===== src/ebh_pkg.sv =====
// Constants for the external bus release handshake.
// Assumes one 100 MHz timing clock and a synchronous active-high reset.
package ebh_pkg;
	localparam int          EBH_ADDR_W      = 19;
	localparam int          EBH_DATA_W      = 16;
	localparam int          EBH_ACC_CYCLES  = 3;
	localparam logic [1:0]  EBH_ZONE_A      = 2'h0;
	localparam logic [1:0]  EBH_ZONE_B      = 2'h1;
	localparam logic        EBH_HOLD_MODE_RST = 1'b0;
	localparam int          EBH_CLK_NS      = 10;
	localparam int          EBH_HIZ_FULL_NS = 4 * EBH_CLK_NS;
	localparam int          EBH_HIZ_FULL_CYC = EBH_HIZ_FULL_NS / EBH_CLK_NS;
	localparam int          EBH_GNT_FULL_NS = 5 * EBH_CLK_NS;
	localparam int          EBH_GNT_FULL_CYC = EBH_GNT_FULL_NS / EBH_CLK_NS;
	localparam int          EBH_REL_FULL_NS = 3 * EBH_CLK_NS;
	localparam int          EBH_REL_FULL_CYC = EBH_REL_FULL_NS / EBH_CLK_NS;
	typedef enum logic [2:0] {
		EBH_IDLE,
		EBH_ACCESS,
		EBH_HIZ,
		EBH_GRANT,
		EBH_ABORT
	} ebh_state_t;
endpackage


===== src/ebh_clk_phase.sv =====
// Output clock phase generator for the external bus.
// Assumes the timing clock is clock_in; half rate divides it by two.
`timescale 1ns/1ns
module ebh_clk_phase
	import ebh_pkg::*;
(
	// Clock and reset
	input  wire logic clock_in,
	input  wire logic reset_in,
	// Mode
	input  wire logic half_rate_in,
	// Phase
	output logic      clk_half_out,
	output logic      edge_ok_out
);
	// At half rate the next edge is an output clock rise when the divider is low
	always_ff @(posedge clock_in) begin
		if (reset_in) begin
			clk_half_out <= 1'b0;
		end else if (half_rate_in) begin
			clk_half_out <= ~clk_half_out;
		end else begin
			clk_half_out <= 1'b0;
		end
	end
	assign edge_ok_out = !half_rate_in || !clk_half_out;
endmodule


===== src/ebh_hold.sv =====
// External bus interface with bus release handshake to an outside master.
// Assumes pins sampled synchronously to clock_in; pads resolve the enables.
`timescale 1ns/1ns
module ebh_hold
	import ebh_pkg::*;
#(
	parameter int ACC_CYCLES = EBH_ACC_CYCLES
) (
	// Clock and reset
	input  wire logic                  clock_in,
	input  wire logic                  reset_in,
	// Mode control
	input  wire logic                  half_rate_in,
	input  wire logic                  hold_mode_wr_in,
	input  wire logic                  hold_mode_data_in,
	output logic                       hold_mode_out,
	// Internal access port
	input  wire logic                  acc_req_in,
	input  wire logic                  acc_write_in,
	input  wire logic [1:0]            acc_zone_in,
	input  wire logic [EBH_ADDR_W-1:0] acc_addr_in,
	input  wire logic [EBH_DATA_W-1:0] acc_wdata_in,
	output logic                       acc_ready_out,
	output logic                       acc_done_out,
	output logic [EBH_DATA_W-1:0]      acc_rdata_out,
	// Release handshake
	input  wire logic                  bus_release_request_n_in,
	output logic                       bus_release_grant_n_out,
	// External bus
	output logic                       interface_clock_out,
	output logic [EBH_ADDR_W-1:0]      ext_address_bus_out,
	output logic [EBH_DATA_W-1:0]      ext_data_bus_out,
	input  wire logic [EBH_DATA_W-1:0] ext_data_bus_in,
	output logic                       ext_data_bus_oe_out,
	output logic                       ext_write_strobe_n_out,
	output logic                       ext_read_strobe_n_out,
	output logic                       ext_direction_out,
	output logic                       zone_select_a_n_out,
	output logic                       zone_select_b_n_out,
	output logic                       zone_select_c_n_out,
	output logic                       ext_ctrl_oe_out
);
	localparam int LIM_HIZ = EBH_HIZ_FULL_CYC - 1;
	localparam int LIM_GNT = EBH_GNT_FULL_CYC - 1;
	localparam int LIM_REL = EBH_REL_FULL_CYC - 1;
	localparam int LIM_ACC = ACC_CYCLES + 3;

	ebh_state_t      state_q;
	logic            req_q;
	logic            hold_mode_q;
	logic            hold_rise;
	logic            edge_ok;
	logic            write_q;
	logic [7:0]      cnt_q;
	logic            accept;

	ebh_clk_phase u_phase (
		.clock_in     (clock_in),
		.reset_in     (reset_in),
		.half_rate_in (half_rate_in),
		.clk_half_out (interface_clock_out),
		.edge_ok_out  (edge_ok)
	);

	// A request caught during reset is honoured at once
	always_ff @(posedge clock_in) begin
		req_q <= bus_release_request_n_in;
	end

	always_ff @(posedge clock_in) begin
		if (reset_in) begin
			hold_mode_q <= EBH_HOLD_MODE_RST;
		end else if (hold_mode_wr_in) begin
			hold_mode_q <= hold_mode_data_in;
		end
	end
	assign hold_mode_out = hold_mode_q;
	assign hold_rise     = hold_mode_wr_in && hold_mode_data_in && !hold_mode_q;

	// At half rate, accesses start only on an output clock rise; at full rate on any edge
	assign accept = acc_req_in && acc_ready_out && edge_ok;

	always_ff @(posedge clock_in) begin
		if (reset_in) begin
			state_q                 <= bus_release_request_n_in ? EBH_IDLE : EBH_GRANT;
			bus_release_grant_n_out <= bus_release_request_n_in;
			ext_ctrl_oe_out         <= bus_release_request_n_in;
		end else begin
			case (state_q)
				EBH_IDLE: begin
					// A pending access wins over a fresh request
					if (accept) begin
						state_q <= EBH_ACCESS;
					end else if (!req_q && edge_ok) begin
						ext_ctrl_oe_out <= 1'b0;
						state_q         <= EBH_HIZ;
					end
				end
				EBH_ACCESS: begin
					if (cnt_q == 8'(ACC_CYCLES - 1)) begin
						state_q <= EBH_IDLE;
					end
				end
				EBH_HIZ: begin
					if (req_q && edge_ok) begin
						ext_ctrl_oe_out <= 1'b1;
						state_q         <= EBH_IDLE;
					end else if (edge_ok) begin
						bus_release_grant_n_out <= 1'b0;
						state_q                 <= EBH_GRANT;
					end
				end
				EBH_GRANT: begin
					if (hold_rise) begin
						// Forced off at the next edge, not aligned to the output clock
						bus_release_grant_n_out <= 1'b1;
						ext_ctrl_oe_out         <= 1'b1;
						state_q                 <= EBH_ABORT;
					end else if (req_q && edge_ok) begin
						bus_release_grant_n_out <= 1'b1;
						ext_ctrl_oe_out         <= 1'b1;
						state_q                 <= EBH_IDLE;
					end
				end
				default: begin
					// No new grant until the master withdraws its request
					if (req_q) begin
						state_q <= EBH_IDLE;
					end
				end
			endcase
		end
	end

	// Stall port: no access is taken while the bus is released
	always_ff @(posedge clock_in) begin
		if (reset_in) begin
			acc_ready_out <= 1'b0;
		end else begin
			acc_ready_out <= state_q == EBH_IDLE && req_q && !accept;
		end
	end

	// Access sequencing: lead, active, then strobes and selects released on the same edge
	always_ff @(posedge clock_in) begin
		if (reset_in) begin
			cnt_q                  <= 8'h00;
			write_q                <= 1'b0;
			acc_done_out           <= 1'b0;
			acc_rdata_out          <= 16'h0000;
			ext_address_bus_out    <= 19'h0_0000;
			ext_data_bus_out       <= 16'h0000;
			ext_data_bus_oe_out    <= 1'b0;
			ext_write_strobe_n_out <= 1'b1;
			ext_read_strobe_n_out  <= 1'b1;
			ext_direction_out      <= 1'b1;
			zone_select_a_n_out    <= 1'b1;
			zone_select_b_n_out    <= 1'b1;
			zone_select_c_n_out    <= 1'b1;
		end else begin
			acc_done_out <= 1'b0;
			if (accept) begin
				cnt_q               <= 8'h00;
				write_q             <= acc_write_in;
				ext_address_bus_out <= acc_addr_in;
				ext_data_bus_out    <= acc_wdata_in;
				ext_data_bus_oe_out <= acc_write_in;
				ext_direction_out   <= !acc_write_in;
				zone_select_a_n_out <= acc_zone_in != EBH_ZONE_A;
				zone_select_b_n_out <= acc_zone_in != EBH_ZONE_B;
				zone_select_c_n_out <= acc_zone_in == EBH_ZONE_A || acc_zone_in == EBH_ZONE_B;
			end else if (state_q == EBH_ACCESS) begin
				cnt_q <= cnt_q + 8'h01;
				if (cnt_q == 8'h00) begin
					ext_write_strobe_n_out <= !write_q;
					ext_read_strobe_n_out  <= write_q;
				end
				if (cnt_q == 8'(ACC_CYCLES - 1)) begin
					// Address holds its last value between accesses
					acc_done_out           <= 1'b1;
					acc_rdata_out          <= ext_data_bus_in;
					ext_write_strobe_n_out <= 1'b1;
					ext_read_strobe_n_out  <= 1'b1;
					ext_direction_out      <= 1'b1;
					ext_data_bus_oe_out    <= 1'b0;
					zone_select_a_n_out    <= 1'b1;
					zone_select_b_n_out    <= 1'b1;
					zone_select_c_n_out    <= 1'b1;
				end
			end
		end
	end
endmodule


===== config.mk =====
export PLATFORM = sky130hd
export DESIGN_NAME = ebh_hold
export DESIGN_NICKNAME = d
export VERILOG_FILES = /design/src/ebh_pkg.sv /design/src/ebh_clk_phase.sv /design/src/ebh_hold.sv
export SDC_FILE = /design/constraint.sdc
export NUM_CORES = 1
export LEC_CHECK = 0
export BUFFER_PORTS_ARGS = -buffer_cell sky130_fd_sc_hd__clkbuf_2
export CORE_MARGIN = 5
export CORE_UTILIZATION = 40
export CTS_CLUSTER_SIZE = 30
export DETAILED_ROUTE_END_ITERATION = 12
export HOLD_SLACK_MARGIN = 0.02
export MAX_ROUTING_LAYER = met4
export PLACE_DENSITY = 0.73
export SKIP_LAST_GASP = 1
export SYNTH_ARGS = -nofsm -noshare
export SYNTH_HDL_FRONTEND = slang
export SYNTH_SLANG_ARGS = --single-unit
export TNS_END_PERCENT = 100

===== constraint.sdc =====
create_clock -name clock_in -period 2.1 [get_ports clock_in]
set_input_delay 0.105 -clock clock_in [delete_from_list [all_inputs] [get_ports clock_in]]
set_output_delay 0.105 -clock clock_in [all_outputs]
set_load 0.01 [all_outputs]

---- After elaboration in Yosys (flattened, before gate mapping) ----
Cells that the tools add are included.
cells by class
  reductions and logical operators ........ 36
  divide/modulo/power cells ............... 0
  muxes and demuxes ....................... 37
  magnitude comparators ................... 0
  multipliers ............................. 0
  bitwise gates (word level) .............. 4
  eq/ne operators ......................... 14
  $add $sub $neg .......................... 1
  shift-type cells ........................ 0
operator list
  operator                                              count
  two-way mux 3 bit                                     9
  two-way mux 1 bit                                     24
  inequality test 3 bit (second input constant)         5
  inequality test 4 bit (second input constant)         3
  one-hot mux 3 bit (4 select lines)                    1
  AND reduction 3 bit                                   3
  adder 8 x 1 -> 8 bit (second input constant)          1
  equality test 8 x 2 -> 1 bit (second input constant)  1
  logical AND 1 bit                                     8
  logical NOT 8 bit                                     1
  nonzero test 2 bit                                    4
  logical NOT 1 bit                                     7
  equality test 3 x 2 -> 1 bit (second input constant)  2
  nonzero test 6 bit                                    1
  AND reduction 5 bit                                   1
  NOT 1 bit                                             4
  AND reduction 4 bit                                   1
  nonzero test 4 bit                                    1
  OR reduction 2 bit                                    2
  equality test 3 x 1 -> 1 bit (second input constant)  1
  logical NOT 3 bit                                     1
  one-hot mux 1 bit (3 select lines)                    1
  nonzero test 3 bit                                    1
  OR reduction 3 bit                                    1
  other kinds (7)                                       8
word-level totals
  ROM bits ................................ 0
  input bits .............................. 61
  flip-flop bits (word level) ............. 77
  bits in writable memories ............... 0
  memories ................................ 0
  word-level logic and storage cells ...... 112
  output and inout port bits .............. 64
  latch bits .............................. 0

---- Longest topological paths before layout ----
  depth in word-level cells ............... 7
  depth in mapped cells ................... 7
  mapped depth without buffers ............ 6

---- Hierarchy ----
Synthesis repeated with hierarchy kept, for this count alone.
unflattened totals
  cells, all modules ...................... 337
  area, all modules ....................... 2970.3 um^2
by module, submodules not included
  module         cells each  times used  area each (um^2)  seq. area each (um^2)
  ebh_hold       334         1           2934.1            1571.5
  ebh_clk_phase  3           1           36.3              20.0

---- Worst setup path before layout ----
Ideal clock, no wire load.
  kind .................................... register to register
  from .................................... reg state_q[0]
  to ...................................... reg state_q[0], enable pin
  required time ........................... 1.756 ns
  setup time .............................. 0.344 ns
  path buffers ............................ 0
  stages on the path, launching flop included .. 5
  period minus slack after synthesis ...... 1.744 ns
  data arrival time ....................... 1.400 ns
  slack ................................... 0.356 ns
  cells stage by stage .................... edfxtp_1 -> inv_1 -> or3_1 -> a32o_1 -> o21ai_0
on the way
  longest elaborated chain between the ends .. 3
  elaborated cells between the ends (all ways) .. 10
ends and longest elaborated chain
  element                                                               line            RTL
  start, declared                                                       ebh_hold.sv:48  ebh_state_t state_q;
  start signal, assigned                                                ebh_hold.sv:85  state_q <= bus_release_request_n_in ? EBH_IDLE : EBH_GRANT;
  equality test 3 x 2 -> 1 bit, or another cell as far along            ebh_hold.sv:89  case (state_q)
  inequality test 4 bit (no source line), or another cell as far along  n/a
  AND reduction 5 bit (no source line) (*)                              n/a
Mark *: on every way between the ends. The rest lies on a longest branch, timed or not.
A chain may end at the register's enable or synchronous reset.

---- Worst setup path in the final report ----
  from .................................... reg state_q[0]
  to ...................................... reg state_q[1], enable pin
The elaborated chain is that of the path after synthesis.

==> impl_metrics.csv <==
group,metric,value,unit
min_path,worstHoldPathCells,2,
placed_design,place.detailed.hpwl,5850,µm
floorplan,ios,125,
critical_path,end_kind,"flop",
power,net-switching-power,1.02,mW
timing,hold_viol_final,0,
cts,cts.repair.resized,0,
critical_path,worst_reg2reg_path_depth,4,
yosys,synth.net_count,418,
floorplan,placementRows,31,
yosys,yosysTopAreaCellShare,48.3,%
yosys,ys_seq_area_share,53.3,%
timing,layout_worst_path_cycle_share,85.8,%
min_path,hold_path_startpoint,"half_rate_in",
yosys,synth-async-reset-ratio,0,%
critical_path,rrSetupSlack,300,ps
yosys,yosysTopAreaCell,"sky130_fd_sc_hd__dfxtp_1",
route,postRouteAntennaNets,0,
timing,final_layout_setup_total_negative_slack,0,ps
yosys,synth_edf_count,5,
route,drt-vias-per-instance,4.86,
power,power.internal,2.69,mW
yosys,mappedNetlistArea,2990,µm²
placed_design,dp.cells,566,
yosys,syn_area_per_cell,8.43,µm²
cts,clk_pin_slew_worst_paths,80,ps
yosys,postSynthRegisterBits,77,
route,drtIter0Drc,142,
critical_path,setup.worst_path.start_class,"flop",
min_path,holdCritPathClass,"in2reg",
floorplan,floorplan.initialDensity,41.2,%
placed_design,finalWeightedCongestion,0.831,
critical_path,arrival,1800,ps
power,clk_pwr_share,36.4,%
cells_and_area,area.growth.synth_to_final,49.6,%
route,routed-via-count,3082,
route,drt_pass1_iterations,4,
power,power.density,830,nW/µm²
floorplan,die_y,96.4,µm
yosys,synth_area_leaders,"sky130_fd_sc_hd__dfxtp_1 (48%), sky130_fd_sc_hd__nand2_1 (15%), sky130_fd_sc_hd__a21oi_1 (10%)",
placed_design,place.port_buffers,124,
yosys,netlist_instances,354,
timing,skew,12.3,ps
cells_and_area,final_layout_size_suffix_gt1_share,28.8,%
route,drt_drc_violations_left,0,
cells_and_area,antenna_cells,0,
cts,cts-buffers-inserted,9,
critical_path,crit_required,2100,ps
cts,clk_path_buf_depth,2,
power,share_seq_of_total_power,45.5,%
floorplan,core_region_area,7250,µm²
timing,grt_setup_unrepaired,"false",
cts,cts_hold_buf,52,
grt,global_route.usage.total,20.0,%
yosys,synthFlopType,"sky130_fd_sc_hd__dfxtp_1",
cts,cts_tree,"done",
yosys,ys.warnings.count,0,
critical_path,crit_path_max_fanout,3,
yosys,post_synth_num_cell_types,44,
cells_and_area,instances_no_fill,634,
critical_path,critPathKind,"reg2reg",
cells_and_area,fill_cells,639,
power,irDropWorstVdd,0.552,mV
grt,number_of_antenna_violations_at_the_first_check_in_global_routing,0,
cts,post_cts.repair.setup_buffers,0,
timing,final_max_slew_viol_count,0,
grt,wire_length_of_the_first_global_routing_pass,14100,µm
route,wirelength,8770,µm
grt,first_global_vias,3124,
cts,clock_sink_count,77,
cts,clock_latency_on_the_worst_skew_pair,350,ps
floorplan,die_width,96.4,µm
floorplan,die_area,9290,µm²
grt,maximum_number_of_pins_on_one_net_before_global_route_repair,50,
timing,report.final.setup_viol,0,
power,leakage,1.88,nW
min_path,hold_end,"u_phase.clk_half_out$_SDFF_PP0_",
status,status,"completed",
power,power_switching_share,27.4,%
route,route.detailed.wl_per_inst,13.8,µm
cts,cts-htree-levels,3,
power,combPwrFrac,18.1,%
timing,worst_slew_margin_relative_to_its_limit,47.5,%
cts,cts_root_buffer,"sky130_fd_sc_hd__clkbuf_8",
critical_path,worstReg2RegStart,"state_q[0]$_DFFE_PP_",
critical_path,r2r_end,"state_q[1]$_DFFE_PP_",
cells_and_area,num-nets-final,594,
grt,globalRoute.totalOverflow,0,
cells_and_area,finalCoreUtilization,61.6,%
timing,timing_worst_slew_pin_value,788,ps
timing,max_freq,555,MHz
timing,period_needed,1800,ps
flow_run,max_cap_violations,0,
power,power.total,3.71,mW
how the worst max path moves through the flow:
stage | from | endpoint | slack [ps] | cells after the start
4_1_cts | cnt_q[0]$_SDFFE_PN0P_ | acc_rdata_out[15]$_SDFFE_PP0P_ | 300 | 6
6_report | state_q[0]$_DFFE_PP_ | state_q[1]$_DFFE_PP_ | 300 | 4
2_1_floorplan | state_q[0]$_DFFE_PP_ | state_q[0]$_DFFE_PP_ | 360 | 4
3_3_place_gp | cnt_q[0]$_SDFFE_PN0P_ | acc_rdata_out[14]$_SDFFE_PP0P_ | 390 | 6
3_5_place_dp | cnt_q[0]$_SDFFE_PN0P_ | acc_rdata_out[5]$_SDFFE_PP0P_ | 320 | 6
5_1_grt | cnt_q[6]$_SDFFE_PN0P_ | state_q[1]$_DFFE_PP_ | 90 | 4
cells in the final DEF, fill, tap and decap left out, types with 2 or more instances in the layout:
cell	count
sky130_fd_sc_hd__o31ai_1	2
sky130_fd_sc_hd__clkbuf_2	124
sky130_fd_sc_hd__o21ai_0	5
sky130_fd_sc_hd__edfxtp_1	5
sky130_fd_sc_hd__a32o_1	3
sky130_fd_sc_hd__buf_4	6
sky130_fd_sc_hd__ha_1	3
sky130_fd_sc_hd__inv_1	8
sky130_fd_sc_hd__inv_6	2
sky130_fd_sc_hd__nor2_1	13
sky130_fd_sc_hd__dfxtp_1	72
sky130_fd_sc_hd__a21o_1	2
sky130_fd_sc_hd__nand3_1	4
sky130_fd_sc_hd__or3_1	3
sky130_fd_sc_hd__xor2_1	2
sky130_fd_sc_hd__xnor2_1	5
sky130_fd_sc_hd__nor3_1	6
sky130_fd_sc_hd__a21oi_1	60
sky130_fd_sc_hd__nand2_1	116
sky130_fd_sc_hd__o22ai_1	2
sky130_fd_sc_hd__nand2b_1	2
sky130_fd_sc_hd__clkbuf_8	10
sky130_fd_sc_hd__o21ba_2	2
sky130_fd_sc_hd__bufinv_16	2
sky130_fd_sc_hd__nand4_1	2
sky130_fd_sc_hd__dlygate4sd3_1	52
critical path, stage by stage (launching register included):
cell and delay, ps:
sky130_fd_sc_hd__edfxtp_1 350, sky130_fd_sc_hd__inv_1 70, sky130_fd_sc_hd__or3_1 400, sky130_fd_sc_hd__a32o_1 280
sky130_fd_sc_hd__o21ai_0 360
cells in the mapped netlist, types with 3 or more instances:
master and n:
sky130_fd_sc_hd__o21ai_0 5, sky130_fd_sc_hd__a21oi_1 60, sky130_fd_sc_hd__xnor2_1 5, sky130_fd_sc_hd__or3_1 3, sky130_fd_sc_hd__ha_1 3, sky130_fd_sc_hd__dfxtp_1 72
sky130_fd_sc_hd__nand3_1 4, sky130_fd_sc_hd__nor2_1 13, sky130_fd_sc_hd__inv_1 8, sky130_fd_sc_hd__nor3_1 6, sky130_fd_sc_hd__clkbuf_1 9, sky130_fd_sc_hd__edfxtp_1 5
sky130_fd_sc_hd__nand2_1 116, sky130_fd_sc_hd__a32o_1 3, sky130_fd_sc_hd__buf_2 5
registers in the layout, indices dropped and copies added (netlist names):
| signal | count |
|---|---|
| ext_address_bus_out | 19 |
| acc_rdata_out | 16 |
| ext_data_bus_out | 16 |
| cnt_q | 8 |
| state_q | 3 |
| acc_done_out | 1 |
| acc_ready_out | 1 |
| bus_release_grant_n_out | 1 |
| ext_ctrl_oe_out | 1 |
| ext_data_bus_oe_out | 1 |
| ext_direction_out | 1 |
| ext_read_strobe_n_out | 1 |
| ext_write_strobe_n_out | 1 |
| hold_mode_out | 1 |
| req_q | 1 |
| u_phase.clk_half_out | 1 |
| write_q | 1 |
| zone_select_a_n_out | 1 |
| zone_select_b_n_out | 1 |
| zone_select_c_n_out | 1 |
routing by layer:
metal  GRT usage, %  up-vias  part of all wire (%)  routed length [µm]
li1               -     1546                     -                   -
met2           32.7      112                    52                4530
met3           4.42       28                   6.1                 533
met4           11.9        0                   3.6                 314
met1           22.5     1396                    39                3390
met5              -        -                     0                   0
final cells by class:
class / instances / area (µm²) / area share [%]
Tap cell: 99 / 124 / 2.77
Inverter: 9 / 33.8 / 0.756
Sequential cell: 77 / 1590 / 35.6
Timing Repair Buffer: 182 / 1190 / 26.6
Clock buffer: 11 / 163 / 3.64
Multi-Input combinational cell: 251 / 1280 / 28.7
Clock inverter: 5 / 86.3 / 1.93
cells by family (layout without fill, tap and decap cells):
kind of cell	after synthesis	in the layout	synth area share, %
compound gates	84	84	16.5
simple gates	157	157	23.1
xor+xnor	7	7	2.05
fa+ha+maj	3	3	1.26
buf+inv	26	207	3.73
flops	77	77	53.3
power groups by stage:
stage	combinational [mW]	sequential (mW)	clock, mW
CTS	0.668	1.68	1.38
global route	0.748	1.70	1.44
floorplan	0.334	1.74	0
detailed placement	0.589	1.72	0
finish	0.671	1.69	1.35
global placement	0.571	1.71	0
stage by stage:
stage,hold WS [ps],area [µm²],setup slack (ps)
detailed placement,239,3700,316
finish,39.4,4470,298
global route,37.7,4470,87.7
global placement,246,3700,395
floorplan,133,2990,356
CTS,21.8,4470,300
Power figures use the tool's default switching activity.
